### config.mk
export PLATFORM = sky130hd
export DESIGN_NAME = zqc_ctrl
export DESIGN_NICKNAME = d
export VERILOG_FILES = /design/src/rtl/zqc_ctrl.v /design/src/rtl/zqc_engine.v
export VERILOG_INCLUDE_DIRS = /design/src /design/src/rtl
export SDC_FILE = /design/constraint.sdc
export NUM_CORES = 1
export LEC_CHECK = 0
export BUFFER_PORTS_ARGS = -buffer_cell sky130_fd_sc_hd__buf_4
export CORE_UTILIZATION = 37
export DETAILED_ROUTE_END_ITERATION = 10
export SLEW_MARGIN = 15
export SYNTH_ARGS = -nofsm -noshare
export SYNTH_HDL_FRONTEND = slang
export SYNTH_SLANG_ARGS = --single-unit
### constraint.sdc
create_clock -name clk_i -period 3.08 [get_ports clk_i]
set_input_delay 0.154 -clock clk_i [delete_from_list [all_inputs] [get_ports clk_i]]
set_output_delay 0.154 -clock clk_i [all_outputs]
set_load 0.01 [all_outputs]
### src/rtl/zqc_consts.vh
/*
  Constants for the impedance calibration command block.
  Assumes a 100 MHz clock on the command interface side.
*/
`ifndef ZQC_CONSTS_VH
`define ZQC_CONSTS_VH

// ----------------------------------------------------------------
// Opcodes, LUN select values and feature address
// ----------------------------------------------------------------
`define ZQC_OP_LONG        8'hF9
`define ZQC_OP_SHORT       8'hD9
`define ZQC_OP_RESET       8'hFF
`define ZQC_OP_STATUS      8'h70
`define ZQC_OP_SET_FEAT    8'hEF
`define ZQC_LUN0           8'h00
`define ZQC_LUN1           8'h01
`define ZQC_FA_DRIVE       8'h10

// ----------------------------------------------------------------
// Timing, in ns, and derived cycle counts at 10 ns
// ----------------------------------------------------------------
`define ZQC_CLK_NS         10
`define ZQC_LONG_NS        1000
`define ZQC_SHORT_NS       300
`define ZQC_RESET_NS       10000
`define ZQC_LONG_CYC       (`ZQC_LONG_NS / `ZQC_CLK_NS)
`define ZQC_SHORT_CYC      (`ZQC_SHORT_NS / `ZQC_CLK_NS)
`define ZQC_RESET_CYC      (`ZQC_RESET_NS / `ZQC_CLK_NS)

// ----------------------------------------------------------------
// Driver strength codes
// ----------------------------------------------------------------
`define ZQC_DRV_OD2        2'h0
`define ZQC_DRV_OD1        2'h1
`define ZQC_DRV_NOM        2'h2
`define ZQC_DRV_UD         2'h3

// ----------------------------------------------------------------
// Status byte bits
// ----------------------------------------------------------------
`define ZQC_ST_FAIL        0
`define ZQC_ST_RDY         6
`define ZQC_ST_WP_N        7

// ----------------------------------------------------------------
// Impedance code width and default
// ----------------------------------------------------------------
`define ZQC_CODE_W         6
`define ZQC_CODE_DEFAULT   6'h20

`endif

### src/rtl/zqc_ctrl.v
/*
  Impedance calibration command interpreter for one flash target.
  Assumes the command bus strobes arrive from pins and are
  synchronised here; data and address are stable around the strobes.
*/
`include "zqc_consts.vh"

module zqc_ctrl #(
  parameter          CODE_W        = `ZQC_CODE_W,
  parameter          HAS_OVERDRIVE = 1,
  parameter [15:0]   LONG_CYC      = `ZQC_LONG_CYC,
  parameter [15:0]   SHORT_CYC     = `ZQC_SHORT_CYC,
  parameter [15:0]   RESET_CYC     = `ZQC_RESET_CYC
) (
  // Clock and reset
  input  wire              clk_i,
  input  wire              sys_rst_i,
  // Command bus pins
  input  wire              cle_pin_i,
  input  wire              ale_pin_i,
  input  wire              we_pin_i,
  input  wire              re_pin_i,
  input  wire [7:0]        dq_pin_i,
  output reg  [7:0]        dq_o,
  output wire              dq_oe_o,
  output wire              odt_en_o,
  // Ready/busy and analog side
  output wire              ready_busy_indicator_o,
  input  wire              cmp_high_i,
  output reg  [CODE_W-1:0] imp_code_o,
  output reg  [1:0]        drive_sel_o,
  output reg  [1:0]        lun_sel_o,
  output wire              cal_pass_o
);

  // ----------------------------------------------------------------
  // States
  // ----------------------------------------------------------------
  localparam [2:0] ST_IDLE  = 3'h0;
  localparam [2:0] ST_ADDR  = 3'h1;
  localparam [2:0] ST_CAL   = 3'h2;
  localparam [2:0] ST_RST   = 3'h3;
  localparam [2:0] ST_FADDR = 3'h4;
  localparam [2:0] ST_FDATA = 3'h5;
  localparam [2:0] ST_STAT  = 3'h6;

  // ----------------------------------------------------------------
  // Pin synchronisers
  // ----------------------------------------------------------------
  reg  [3:0]  sync1_reg;
  reg  [3:0]  sync2_reg;
  reg  [7:0]  dq1_reg;
  reg  [7:0]  dq2_reg;
  reg         we_d_reg;
  reg         re_d_reg;
  reg         cmp1_reg;
  reg         cmp2_reg;

  // Stage bit order: 3 read enable, 2 address latch, 1 write enable, 0 command latch
  // Comparator is asynchronous to this clock and gets the same two stages
  always @(posedge clk_i)
  begin
    if (sys_rst_i)
    begin
      sync1_reg <= 4'h0;
      sync2_reg <= 4'h0;
      dq1_reg   <= 8'h00;
      dq2_reg   <= 8'h00;
      we_d_reg  <= 1'b0;
      re_d_reg  <= 1'b0;
      cmp1_reg  <= 1'b0;
      cmp2_reg  <= 1'b0;
    end
    else
    begin
      sync1_reg <= {re_pin_i, ale_pin_i, we_pin_i, cle_pin_i};
      sync2_reg <= sync1_reg;
      dq1_reg   <= dq_pin_i;
      dq2_reg   <= dq1_reg;
      we_d_reg  <= sync2_reg[1];
      re_d_reg  <= sync2_reg[3];
      cmp1_reg  <= cmp_high_i;
      cmp2_reg  <= cmp1_reg;
    end
  end

  // ----------------------------------------------------------------
  // Strobe decode
  // ----------------------------------------------------------------
  // A cycle is taken once, on the clock after the synchronised write
  // enable rises; latch enables and the byte pass the same stages
  wire       cle      = sync2_reg[0];
  wire       ale      = sync2_reg[2];
  wire       we_rise  = sync2_reg[1] & ~we_d_reg;
  wire       re_fall  = ~sync2_reg[3] & re_d_reg;
  wire       cmd_stb  = we_rise & cle & ~ale;
  wire       addr_stb = we_rise & ale & ~cle;
  wire       data_stb = we_rise & ~cle & ~ale;

  // ----------------------------------------------------------------
  // Control state
  // ----------------------------------------------------------------
  reg  [2:0]  state_reg;
  reg  [2:0]  state_next;
  reg  [15:0] cnt_reg;
  reg         is_long_reg;
  reg         pass_reg;
  reg         fail_reg;
  reg  [1:0]  fdata_cnt_reg;

  wire              eng_done;
  wire              eng_pass;
  wire [CODE_W-1:0] eng_code;
  wire              cal_start = (state_reg == ST_ADDR) && addr_stb &&
                                (dq2_reg == `ZQC_LUN0 || dq2_reg == `ZQC_LUN1);
  wire              cal_abort = (state_reg == ST_CAL) && cmd_stb &&
                                (dq2_reg == `ZQC_OP_RESET);

  // ----------------------------------------------------------------
  // Impedance search
  // ----------------------------------------------------------------
  // The done edge adds one busy cycle, so the engine runs one cycle
  // less than the whole busy budget
  wire [15:0]       cal_budget = is_long_reg ? LONG_CYC - 16'h0001 :
                                               SHORT_CYC - 16'h0001;

  zqc_engine #(
    .CODE_W     (CODE_W)
  ) zqc_engine_i (
    .clk_i      (clk_i),
    .sys_rst_i  (sys_rst_i),
    .start_i    (cal_start),
    .abort_i    (cal_abort),
    .budget_i   (cal_budget),
    .cmp_high_i (cmp2_reg),
    .code_o     (eng_code),
    .done_o     (eng_done),
    .pass_o     (eng_pass)
  );

  // ----------------------------------------------------------------
  // Command sequencing
  // ----------------------------------------------------------------
  always @*
  begin
    state_next = state_reg;
    case (state_reg)
      ST_IDLE, ST_STAT:
      begin
        if (cmd_stb)
        begin
          case (dq2_reg)
            `ZQC_OP_LONG,
            `ZQC_OP_SHORT:    state_next = ST_ADDR;
            `ZQC_OP_SET_FEAT: state_next = ST_FADDR;
            `ZQC_OP_STATUS:   state_next = ST_STAT;
            `ZQC_OP_RESET:    state_next = ST_RST;
            default:          state_next = ST_IDLE;
          endcase
        end
      end
      ST_ADDR:
      begin
        // Only a valid LUN byte lets the opcode start a search
        if (addr_stb)
          state_next = cal_start ? ST_CAL : ST_IDLE;
        else if (cmd_stb)
          state_next = ST_IDLE;
      end
      ST_CAL:
      begin
        if (cal_abort)
          state_next = ST_RST;
        else if (eng_done)
          state_next = ST_IDLE;
      end
      ST_RST:
      begin
        // Counter is loaded on entry; leave on its last count
        if (cnt_reg <= 16'h0001)
          state_next = ST_IDLE;
      end
      ST_FADDR:
      begin
        if (addr_stb)
          state_next = (dq2_reg == `ZQC_FA_DRIVE) ? ST_FDATA : ST_IDLE;
        else if (cmd_stb)
          state_next = ST_IDLE;
      end
      ST_FDATA:
      begin
        // A stray command drops the rest of the feature write
        if (data_stb && fdata_cnt_reg == 2'h3)
          state_next = ST_IDLE;
        else if (cmd_stb)
          state_next = ST_IDLE;
      end
      default: state_next = ST_IDLE;
    endcase
  end

  // ----------------------------------------------------------------
  // Registers
  // ----------------------------------------------------------------
  always @(posedge clk_i)
  begin
    if (sys_rst_i)
    begin
      state_reg     <= ST_IDLE;
      cnt_reg       <= 16'h0000;
      is_long_reg   <= 1'b0;
      pass_reg      <= 1'b0;
      fail_reg      <= 1'b0;
      fdata_cnt_reg <= 2'h0;
      imp_code_o    <= `ZQC_CODE_DEFAULT;
      drive_sel_o   <= `ZQC_DRV_NOM;
      lun_sel_o     <= 2'h0;
    end
    else
    begin
      state_reg <= state_next;
      if (state_reg != ST_ADDR && cmd_stb &&
          (dq2_reg == `ZQC_OP_LONG || dq2_reg == `ZQC_OP_SHORT))
        is_long_reg <= (dq2_reg == `ZQC_OP_LONG);
      if (cal_start)
      begin
        lun_sel_o <= dq2_reg[0] ? 2'h2 : 2'h1;
        pass_reg  <= 1'b0;
        fail_reg  <= 1'b0;
      end
      if (state_next == ST_RST && state_reg != ST_RST)
        cnt_reg <= RESET_CYC;
      else if (state_reg == ST_RST && cnt_reg != 16'h0000)
        cnt_reg <= cnt_reg - 16'h0001;
      // An abort drops the search result; only a long one restores the code
      if (cal_abort)
      begin
        fail_reg <= 1'b1;
        if (is_long_reg)
          imp_code_o <= `ZQC_CODE_DEFAULT;
      end
      else if (state_reg == ST_CAL && eng_done)
      begin
        pass_reg <= eng_pass;
        fail_reg <= ~eng_pass;
        imp_code_o <= eng_pass ? eng_code : `ZQC_CODE_DEFAULT;
      end
      if (state_reg == ST_FADDR)
        fdata_cnt_reg <= 2'h0;
      else if (state_reg == ST_FDATA && data_stb)
      begin
        fdata_cnt_reg <= fdata_cnt_reg + 2'h1;
        // Unsupported overdrive codes are ignored
        if (fdata_cnt_reg == 2'h0 &&
            (HAS_OVERDRIVE != 0 || dq2_reg[1:0] == `ZQC_DRV_NOM ||
             dq2_reg[1:0] == `ZQC_DRV_UD))
          drive_sel_o <= dq2_reg[1:0];
      end
    end
  end

  // ----------------------------------------------------------------
  // Status byte and outputs
  // ----------------------------------------------------------------
  // Busy covers the search and the reset count; status is served outside it
  wire busy = (state_reg == ST_CAL) || (state_reg == ST_RST);

  always @(posedge clk_i)
  begin
    if (sys_rst_i)
      dq_o <= 8'h00;
    else if (state_reg == ST_STAT && re_fall)
    begin
      dq_o                <= 8'h00;
      dq_o[`ZQC_ST_FAIL]  <= fail_reg;
      dq_o[`ZQC_ST_RDY]   <= ~busy;
      dq_o[`ZQC_ST_WP_N]  <= 1'b1;
    end
  end

  assign dq_oe_o                = (state_reg == ST_STAT) & ~sync2_reg[3] & ~busy;
  assign odt_en_o               = ~busy;
  assign ready_busy_indicator_o = ~busy;
  assign cal_pass_o             = pass_reg;

endmodule // zqc_ctrl

### src/rtl/zqc_engine.v
/*
  Impedance search engine: steps the code toward the comparator
  and reports done and pass. Assumes comparator input synchronised.
*/
`include "zqc_consts.vh"

module zqc_engine #(
  parameter CODE_W = `ZQC_CODE_W
) (
  // Clock and reset
  input  wire              clk_i,
  input  wire              sys_rst_i,
  // Control
  input  wire              start_i,
  input  wire              abort_i,
  input  wire [15:0]       budget_i,
  // Comparator: high when the driver is still too weak
  input  wire              cmp_high_i,
  // Results
  output reg  [CODE_W-1:0] code_o,
  output reg               done_o,
  output reg               pass_o
);

  reg  [15:0] cnt_reg;
  reg         run_reg;
  reg         last_reg;
  reg  [2:0]  flips_reg;

  always @(posedge clk_i)
  begin
    if (sys_rst_i)
    begin
      cnt_reg   <= 16'h0000;
      run_reg   <= 1'b0;
      last_reg  <= 1'b0;
      flips_reg <= 3'h0;
      code_o    <= {CODE_W{1'b0}};
      done_o    <= 1'b0;
      pass_o    <= 1'b0;
    end
    else
    begin
      done_o <= 1'b0;
      if (abort_i)
        run_reg <= 1'b0;
      else if (start_i)
      begin
        run_reg   <= 1'b1;
        cnt_reg   <= budget_i;
        flips_reg <= 3'h0;
        code_o    <= `ZQC_CODE_DEFAULT;
        last_reg  <= cmp_high_i;
      end
      else if (run_reg)
      begin
        // Settles when the comparator has toggled a few times
        if (cmp_high_i != last_reg && flips_reg != 3'h7)
          flips_reg <= flips_reg + 3'h1;
        last_reg <= cmp_high_i;
        if (cmp_high_i && code_o != {CODE_W{1'b1}})
          code_o <= code_o + {{(CODE_W-1){1'b0}}, 1'b1};
        else if (!cmp_high_i && code_o != {CODE_W{1'b0}})
          code_o <= code_o - {{(CODE_W-1){1'b0}}, 1'b1};
        if (cnt_reg <= 16'h0001)
        begin
          run_reg <= 1'b0;
          done_o  <= 1'b1;
          pass_o  <= (flips_reg >= 3'h2);
        end
        else
          cnt_reg <= cnt_reg - 16'h0001;
      end
    end
  end

endmodule // zqc_engine

* Word-level counts from Yosys, hierarchy flattened
Cells that the tools add are included.
Word-level totals: register bits 94, latch bits 0, RAM bits 0, bits in read-only memories 0, bits of input ports 15, output and inout bits 22, logic and storage cells 162, memories 0
Operators by class: add/subtract/negate cells 6, multipliers 0, div/mod/pow operators 0, order comparisons 3, equality and inequality tests 22, shifts and indexed selects 0, multiplexer cells 42, bitwise operators 20, reduce and logical (&&, ||, !) cells 43
Operators by type and width (number):
- 2-to-1 mux 16 bit | 3
- 2-to-1 mux 6 bit | 8
- 2-to-1 mux 3 bit | 12
- == test 8 bit (second input constant) | 4
- <= comparator 16 x 1 -> 1 bit (second input constant) | 2
- subtractor 16 x 1 -> 16 bit (second input constant) | 2
- 2-to-1 mux 10 bit | 2
- case mux 3 bit (6 select lines) | 1
- nonzero test 16 bit | 1
- logical AND 1 bit | 15
- 2-to-1 mux 1 bit | 12
- case mux 3 bit (4 select lines) | 1
- AND reduction 3 bit | 4
- AND 1 bit | 10
- inverter 1 bit | 10
- OR reduction 2 bit | 5
- == test 3 x 2 -> 1 bit (second input constant) | 3
- == test 3 bit (second input constant) | 3
- == test 8 x 1 -> 1 bit (second input constant) | 1
- == test 8 x 5 -> 1 bit (second input constant) | 1
- == test 8 x 7 -> 1 bit (second input constant) | 1
- logical NOT 8 bit | 1
- nonzero test 2 bit | 4
- 2-to-1 mux 7 bit | 1
- other kinds (23) | 29

* Logic depth before layout (Yosys ltp)
depth in word-level cells 12, gate-level depth with buffers 10

* By module
From an unflattened synthesis, not the netlist that was laid out.
Second synthesis, totals: cell total of the unflattened synthesis 558, area total of the unflattened synthesis 4777.1 µm²
Modules (own cells, without submodules):
- zqc_ctrl | times used 1, cells an instance 319, area each 2915.3 µm², sequential area each 1301.2 µm²
- zqc_engine | times used 1, cells an instance 239, area each 1861.8 µm², sequential area each 580.6 µm²

* Least setup slack after synthesis
OpenSTA, ideal clock, no wires.
path kind flip-flop to flip-flop, from register zqc_engine_i.code_o[0], to register zqc_engine_i.code_o[5], data arrival time 2015 ps, data required time 2985 ps, setup slack 970 ps, cell stages (with the launch flop) 11, clock period less this slack 2110 ps, cells stage by stage dfxtp_1 inv_1 nor3_1 nor2b_1 inv_1 ha_1 a21o_1 a21oi_1 o21ai_0 xor2_1 a221oi_1
Between the ends: longest elaborated chain between the ends 5
Ends and longest elaborated chain:
- start, declared | line zqc_engine.v:20 | output reg [CODE_W-1:0] code_o,
- start signal, assigned | line zqc_engine.v:38 | code_o <= {CODE_W{1'b0}};
- start signal, assigned | line zqc_engine.v:52 | code_o <= `ZQC_CODE_DEFAULT;
- start signal, assigned | line zqc_engine.v:62 | code_o <= code_o + {{(CODE_W-1){1'b0}}, 1'b1};
- subtractor 6 x 1 -> 6 bit or != test 6 bit (tied branches) | line zqc_engine.v:64, zqc_engine.v:61
- 2-to-1 mux 6 bit or logical AND 1 bit (tied branches) | line zqc_engine.v:63, zqc_engine.v:61
- 2-to-1 mux 6 bit | line zqc_engine.v:61 | if (cmp_high_i && code_o != {CODE_W{1'b1}})
- 2-to-1 mux 6 bit | line zqc_engine.v:55 | else if (run_reg)
- 2-to-1 mux 6 bit | line zqc_engine.v:47 | else if (start_i)
Parallel ways exist; a longest one is shown, timed or not. The select of a mux whose other input is x is not followed. A chain may end at the register's enable or synchronous reset.

* Final worst setup path
from register zqc_engine_i.cnt_reg[0], to register zqc_engine_i.cnt_reg[11]
Between the ends: longest elaborated chain between the ends 4
Ends and longest elaborated chain:
- start, declared | line zqc_engine.v:25 | reg [15:0] cnt_reg;
- start signal, assigned | line zqc_engine.v:50 | cnt_reg <= budget_i;
- start signal, assigned | line zqc_engine.v:72 | cnt_reg <= cnt_reg - 16'h0001;
- subtractor 16 x 1 -> 16 bit | line zqc_engine.v:72
- 2-to-1 mux 16 bit | line zqc_engine.v:65 | if (cnt_reg <= 16'h0001)
- 2-to-1 mux 16 bit | line zqc_engine.v:55
- 2-to-1 mux 16 bit | line zqc_engine.v:47
Parallel ways exist; a longest one is shown, timed or not. The select of a mux whose other input is x is not followed.

==> results_dict.tcl <==
set metrics [dict create \
    cts_hold_buffers 1 \
    final_cell_area_um2 5090 \
    grt.overflow.total 0 \
    antenna_found_initial 0 \
    status "complete, but fails checks" \
    yosys.area.top_type_share_pct 42.2 \
    cap_violations 0 \
    vias_per_cell 5.14 \
    slew_viol_final 0 \
    power_switching_share_pct 21.6 \
    syn_area_per_cell_um2 9.01 \
    yosysMostFrequentCell "dfxtp_1" \
    hold_slack_ps 13.9 \
    root_buffer "clkbuf_16" \
    post-route-min-period_ps 2570 \
    synth_area_leaders "dfxtp_1 42%, nor2_1 5.3%, nor2b_1 4.5%" \
    cts_max_level 3 \
    fin_nets 551 \
    synth_area_um2 4460 \
    p_comb_share_pct 3.1 \
    totalPowerFinal_mw 2.40 \
    regToRegSetupSlack_ps 510 \
    internal-power_mw 1.88 \
    async_reset_ff_share_pct 0 \
    syn2layout_area_growth_pct 14.1 \
    ys_warn_count 0 \
    regToRegEndpoint "zqc_engine_i.cnt_reg[11]" \
    synth.largest_area_cell "dfxtp_1" \
    cts_tree "yes" \
    synth_commonest_cells "94 x dfxtp_1, 63 x nor2_1, 32 x nand2_1, 32 x nor2b_1, 26 x a21oi_1" \
    reg2reg_depth 8 \
    rows 39 \
    worstPathMaxFanout 18 \
    dpl.hpwl_mm 6.29 \
    cp.required_ps 3330 \
    yosysSeqAreaShare_pct 42.2 \
    synth-seq-cells 94 \
    gp_congestion 0.802 \
    drt_pass1_iterations 7 \
    dieArea_um2 12500 \
    grt_pass1_vias 3301 \
    slew_headroom_pct 30.3 \
    hold_path.class "in2reg" \
    arrival_ps 2820 \
    seqPwrFrac_pct 51.9 \
    clk_latency_ps 350 \
    clkPwrFrac_pct 45.0 \
    worst_pin_slew_ps 1040 \
    die_w_um 112 \
    grt_max_degree 63 \
    grt_setup_unrepaired "no" \
    max-vdd-ir-drop_v 0.000330 \
    port_buffers 31 \
    cts_made_buffers 9 \
    diodes 0 \
    hold_viol_final 0 \
    dr.first_iter.drc_count 155 \
    p_per_area_nw_per_um2 471 \
    end_kind "register" \
    cts.clk_slew.worst_paths_ps 70 \
    cts.sinks 94 \
    dpl_cell_area_um2 4790 \
    violations "DRC" \
    worstSetupPathType "reg2reg" \
    drc 3 \
    finClkSkew_ps 10.4 \
    min_path_cells 2 \
    power_switching_mw 0.519 \
    power_leakage_nw 1.98 \
    track_usage_pct 15.8 \
    clock_path_buffers 2 \
    grt_pass1_wl_mm 15.7 \
    ioPinCount 37 \
    clock.fmax_mhz 389 \
    start_kind "register" \
    ant_nets 0 \
    drive_gt1_share_pct 15.6 \
    routedWlPerCell_um 13.2 \
    start_util_pct 38.6 \
    setup_viol 0 \
    netlist-cell-type-count 70 \
    fin_crit_sh_pct 83.4 \
    synth_edf_count 0 \
    worstHoldStart "re_pin_i" \
    min_to "sync1_reg[3]" \
    ys.flop_type "dfxtp_1" \
    synthCells 495 \
    vias 3443 \
    core-area_um2 11600 \
    postCtsSetupRepairBufs 0 \
    r2r-start "zqc_engine_i.cnt_reg[0]" \
    cts_resized 0 \
    die_h_um 112 \
    setup_tns_ps 0 \
    wl_mm 8.83 \
]
[kinds of logic after synthesis]
family	Yosys count	share of synthesized area, %
adders and majority gates	14	4.10
and+or+nand+nor	226	29.1
other	1	0.0841
AOI/OAI and AO/OA	80	12.5
muxes	5	1.12
buffers and inverters	42	4.46
xor gates and xnor gates	33	6.48
DFF	94	42.2
[power groups by stage]
stage          sequential, mW  clock, mW  combinational (mW)
6_report                 1.24       1.08              0.0747
5_1_grt                  1.25       1.17              0.0838
4_1_cts                  1.24       1.11              0.0763
3_5_place_dp             1.27          0              0.0750
3_3_place_gp             1.27          0              0.0736
2_1_floorplan            1.27          0              0.0579
[layout by cell type, fill, tap and decap left out, drive strengths merged, types with 3 or more instances in the layout]
cell type | synthesis | routed
nor4 | 16 | 16
nor2 | 63 | 63
nand3b | 3 | 3
nand4 | 6 | 6
clkbuf | 12 | 12
buf | 12 | 35
or3 | 6 | 6
xnor2 | 13 | 13
inv | 18 | 19
or2 | 3 | 3
or4 | 4 | 4
a21oi | 31 | 31
nand3 | 22 | 22
xor2 | 20 | 20
or3b | 3 | 3
a22oi | 5 | 5
a21o | 5 | 5
nor2b | 32 | 32
nand2b | 3 | 3
mux2i | 5 | 5
a211oi | 6 | 6
ha | 13 | 13
o21ai | 14 | 14
and3 | 3 | 3
dfxtp | 94 | 94
a31oi | 4 | 4
nor3 | 14 | 14
conb | 1 | 5
nand2 | 32 | 32
and2 | 3 | 3
[worst max-delay path by stage]
stage,startpoint,end,slack [ps],cells past startpoint
floorplan,zqc_engine_i.code_o[0],zqc_engine_i.code_o[5],970,10
global placement,zqc_engine_i.cnt_reg[0],zqc_engine_i.cnt_reg[11],590,8
detailed placement,zqc_engine_i.cnt_reg[0],zqc_engine_i.cnt_reg[11],500,8
CTS,zqc_engine_i.cnt_reg[0],zqc_engine_i.cnt_reg[11],500,8
global route,state_reg[2],zqc_engine_i.cnt_reg[11],280,6
finish,zqc_engine_i.cnt_reg[0],zqc_engine_i.cnt_reg[11],510,8
[metrics by stage]
stage,setup WS [ps],std cells,util (%)
2_1_floorplan,970,499,-
3_3_place_gp,594,653,41.4
3_5_place_dp,497,653,41.4
4_1_cts,498,670,44.0
5_1_grt,276,670,44.0
6_report,511,670,44.0
[layer usage]
layer | part of all wire, % | track usage [%] | up-vias
met4 | 1.6 | 6.13 | 0
met5 | 0 | 0 | -
li1 | - | - | 1764
met3 | 4.8 | 5.01 | 9
met2 | 47 | 25.8 | 61
met1 | 47 | 19.3 | 1609
[critical path: stages, from the launching register on]
cell      delay, ps
dfxtp_1         410
inv_1            70
ha_1            250
nor2_1          140
nor4_2           60
a211oi_2        880
nor2_1          160
o31a_1          330
o21ba_1         180
[layout make-up]
class / count / area [um2]
flip-flops and latches: 94 / 1880
fillers: 1131 / 6470
clock inverters: 4 / 28.8
multi-input cells: 363 / 2390
well taps: 143 / 179
repair buffers: 36 / 273
clock buffers: 12 / 267
inverters: 18 / 67.6
Note: power is estimated with default switching activity, not from simulation.
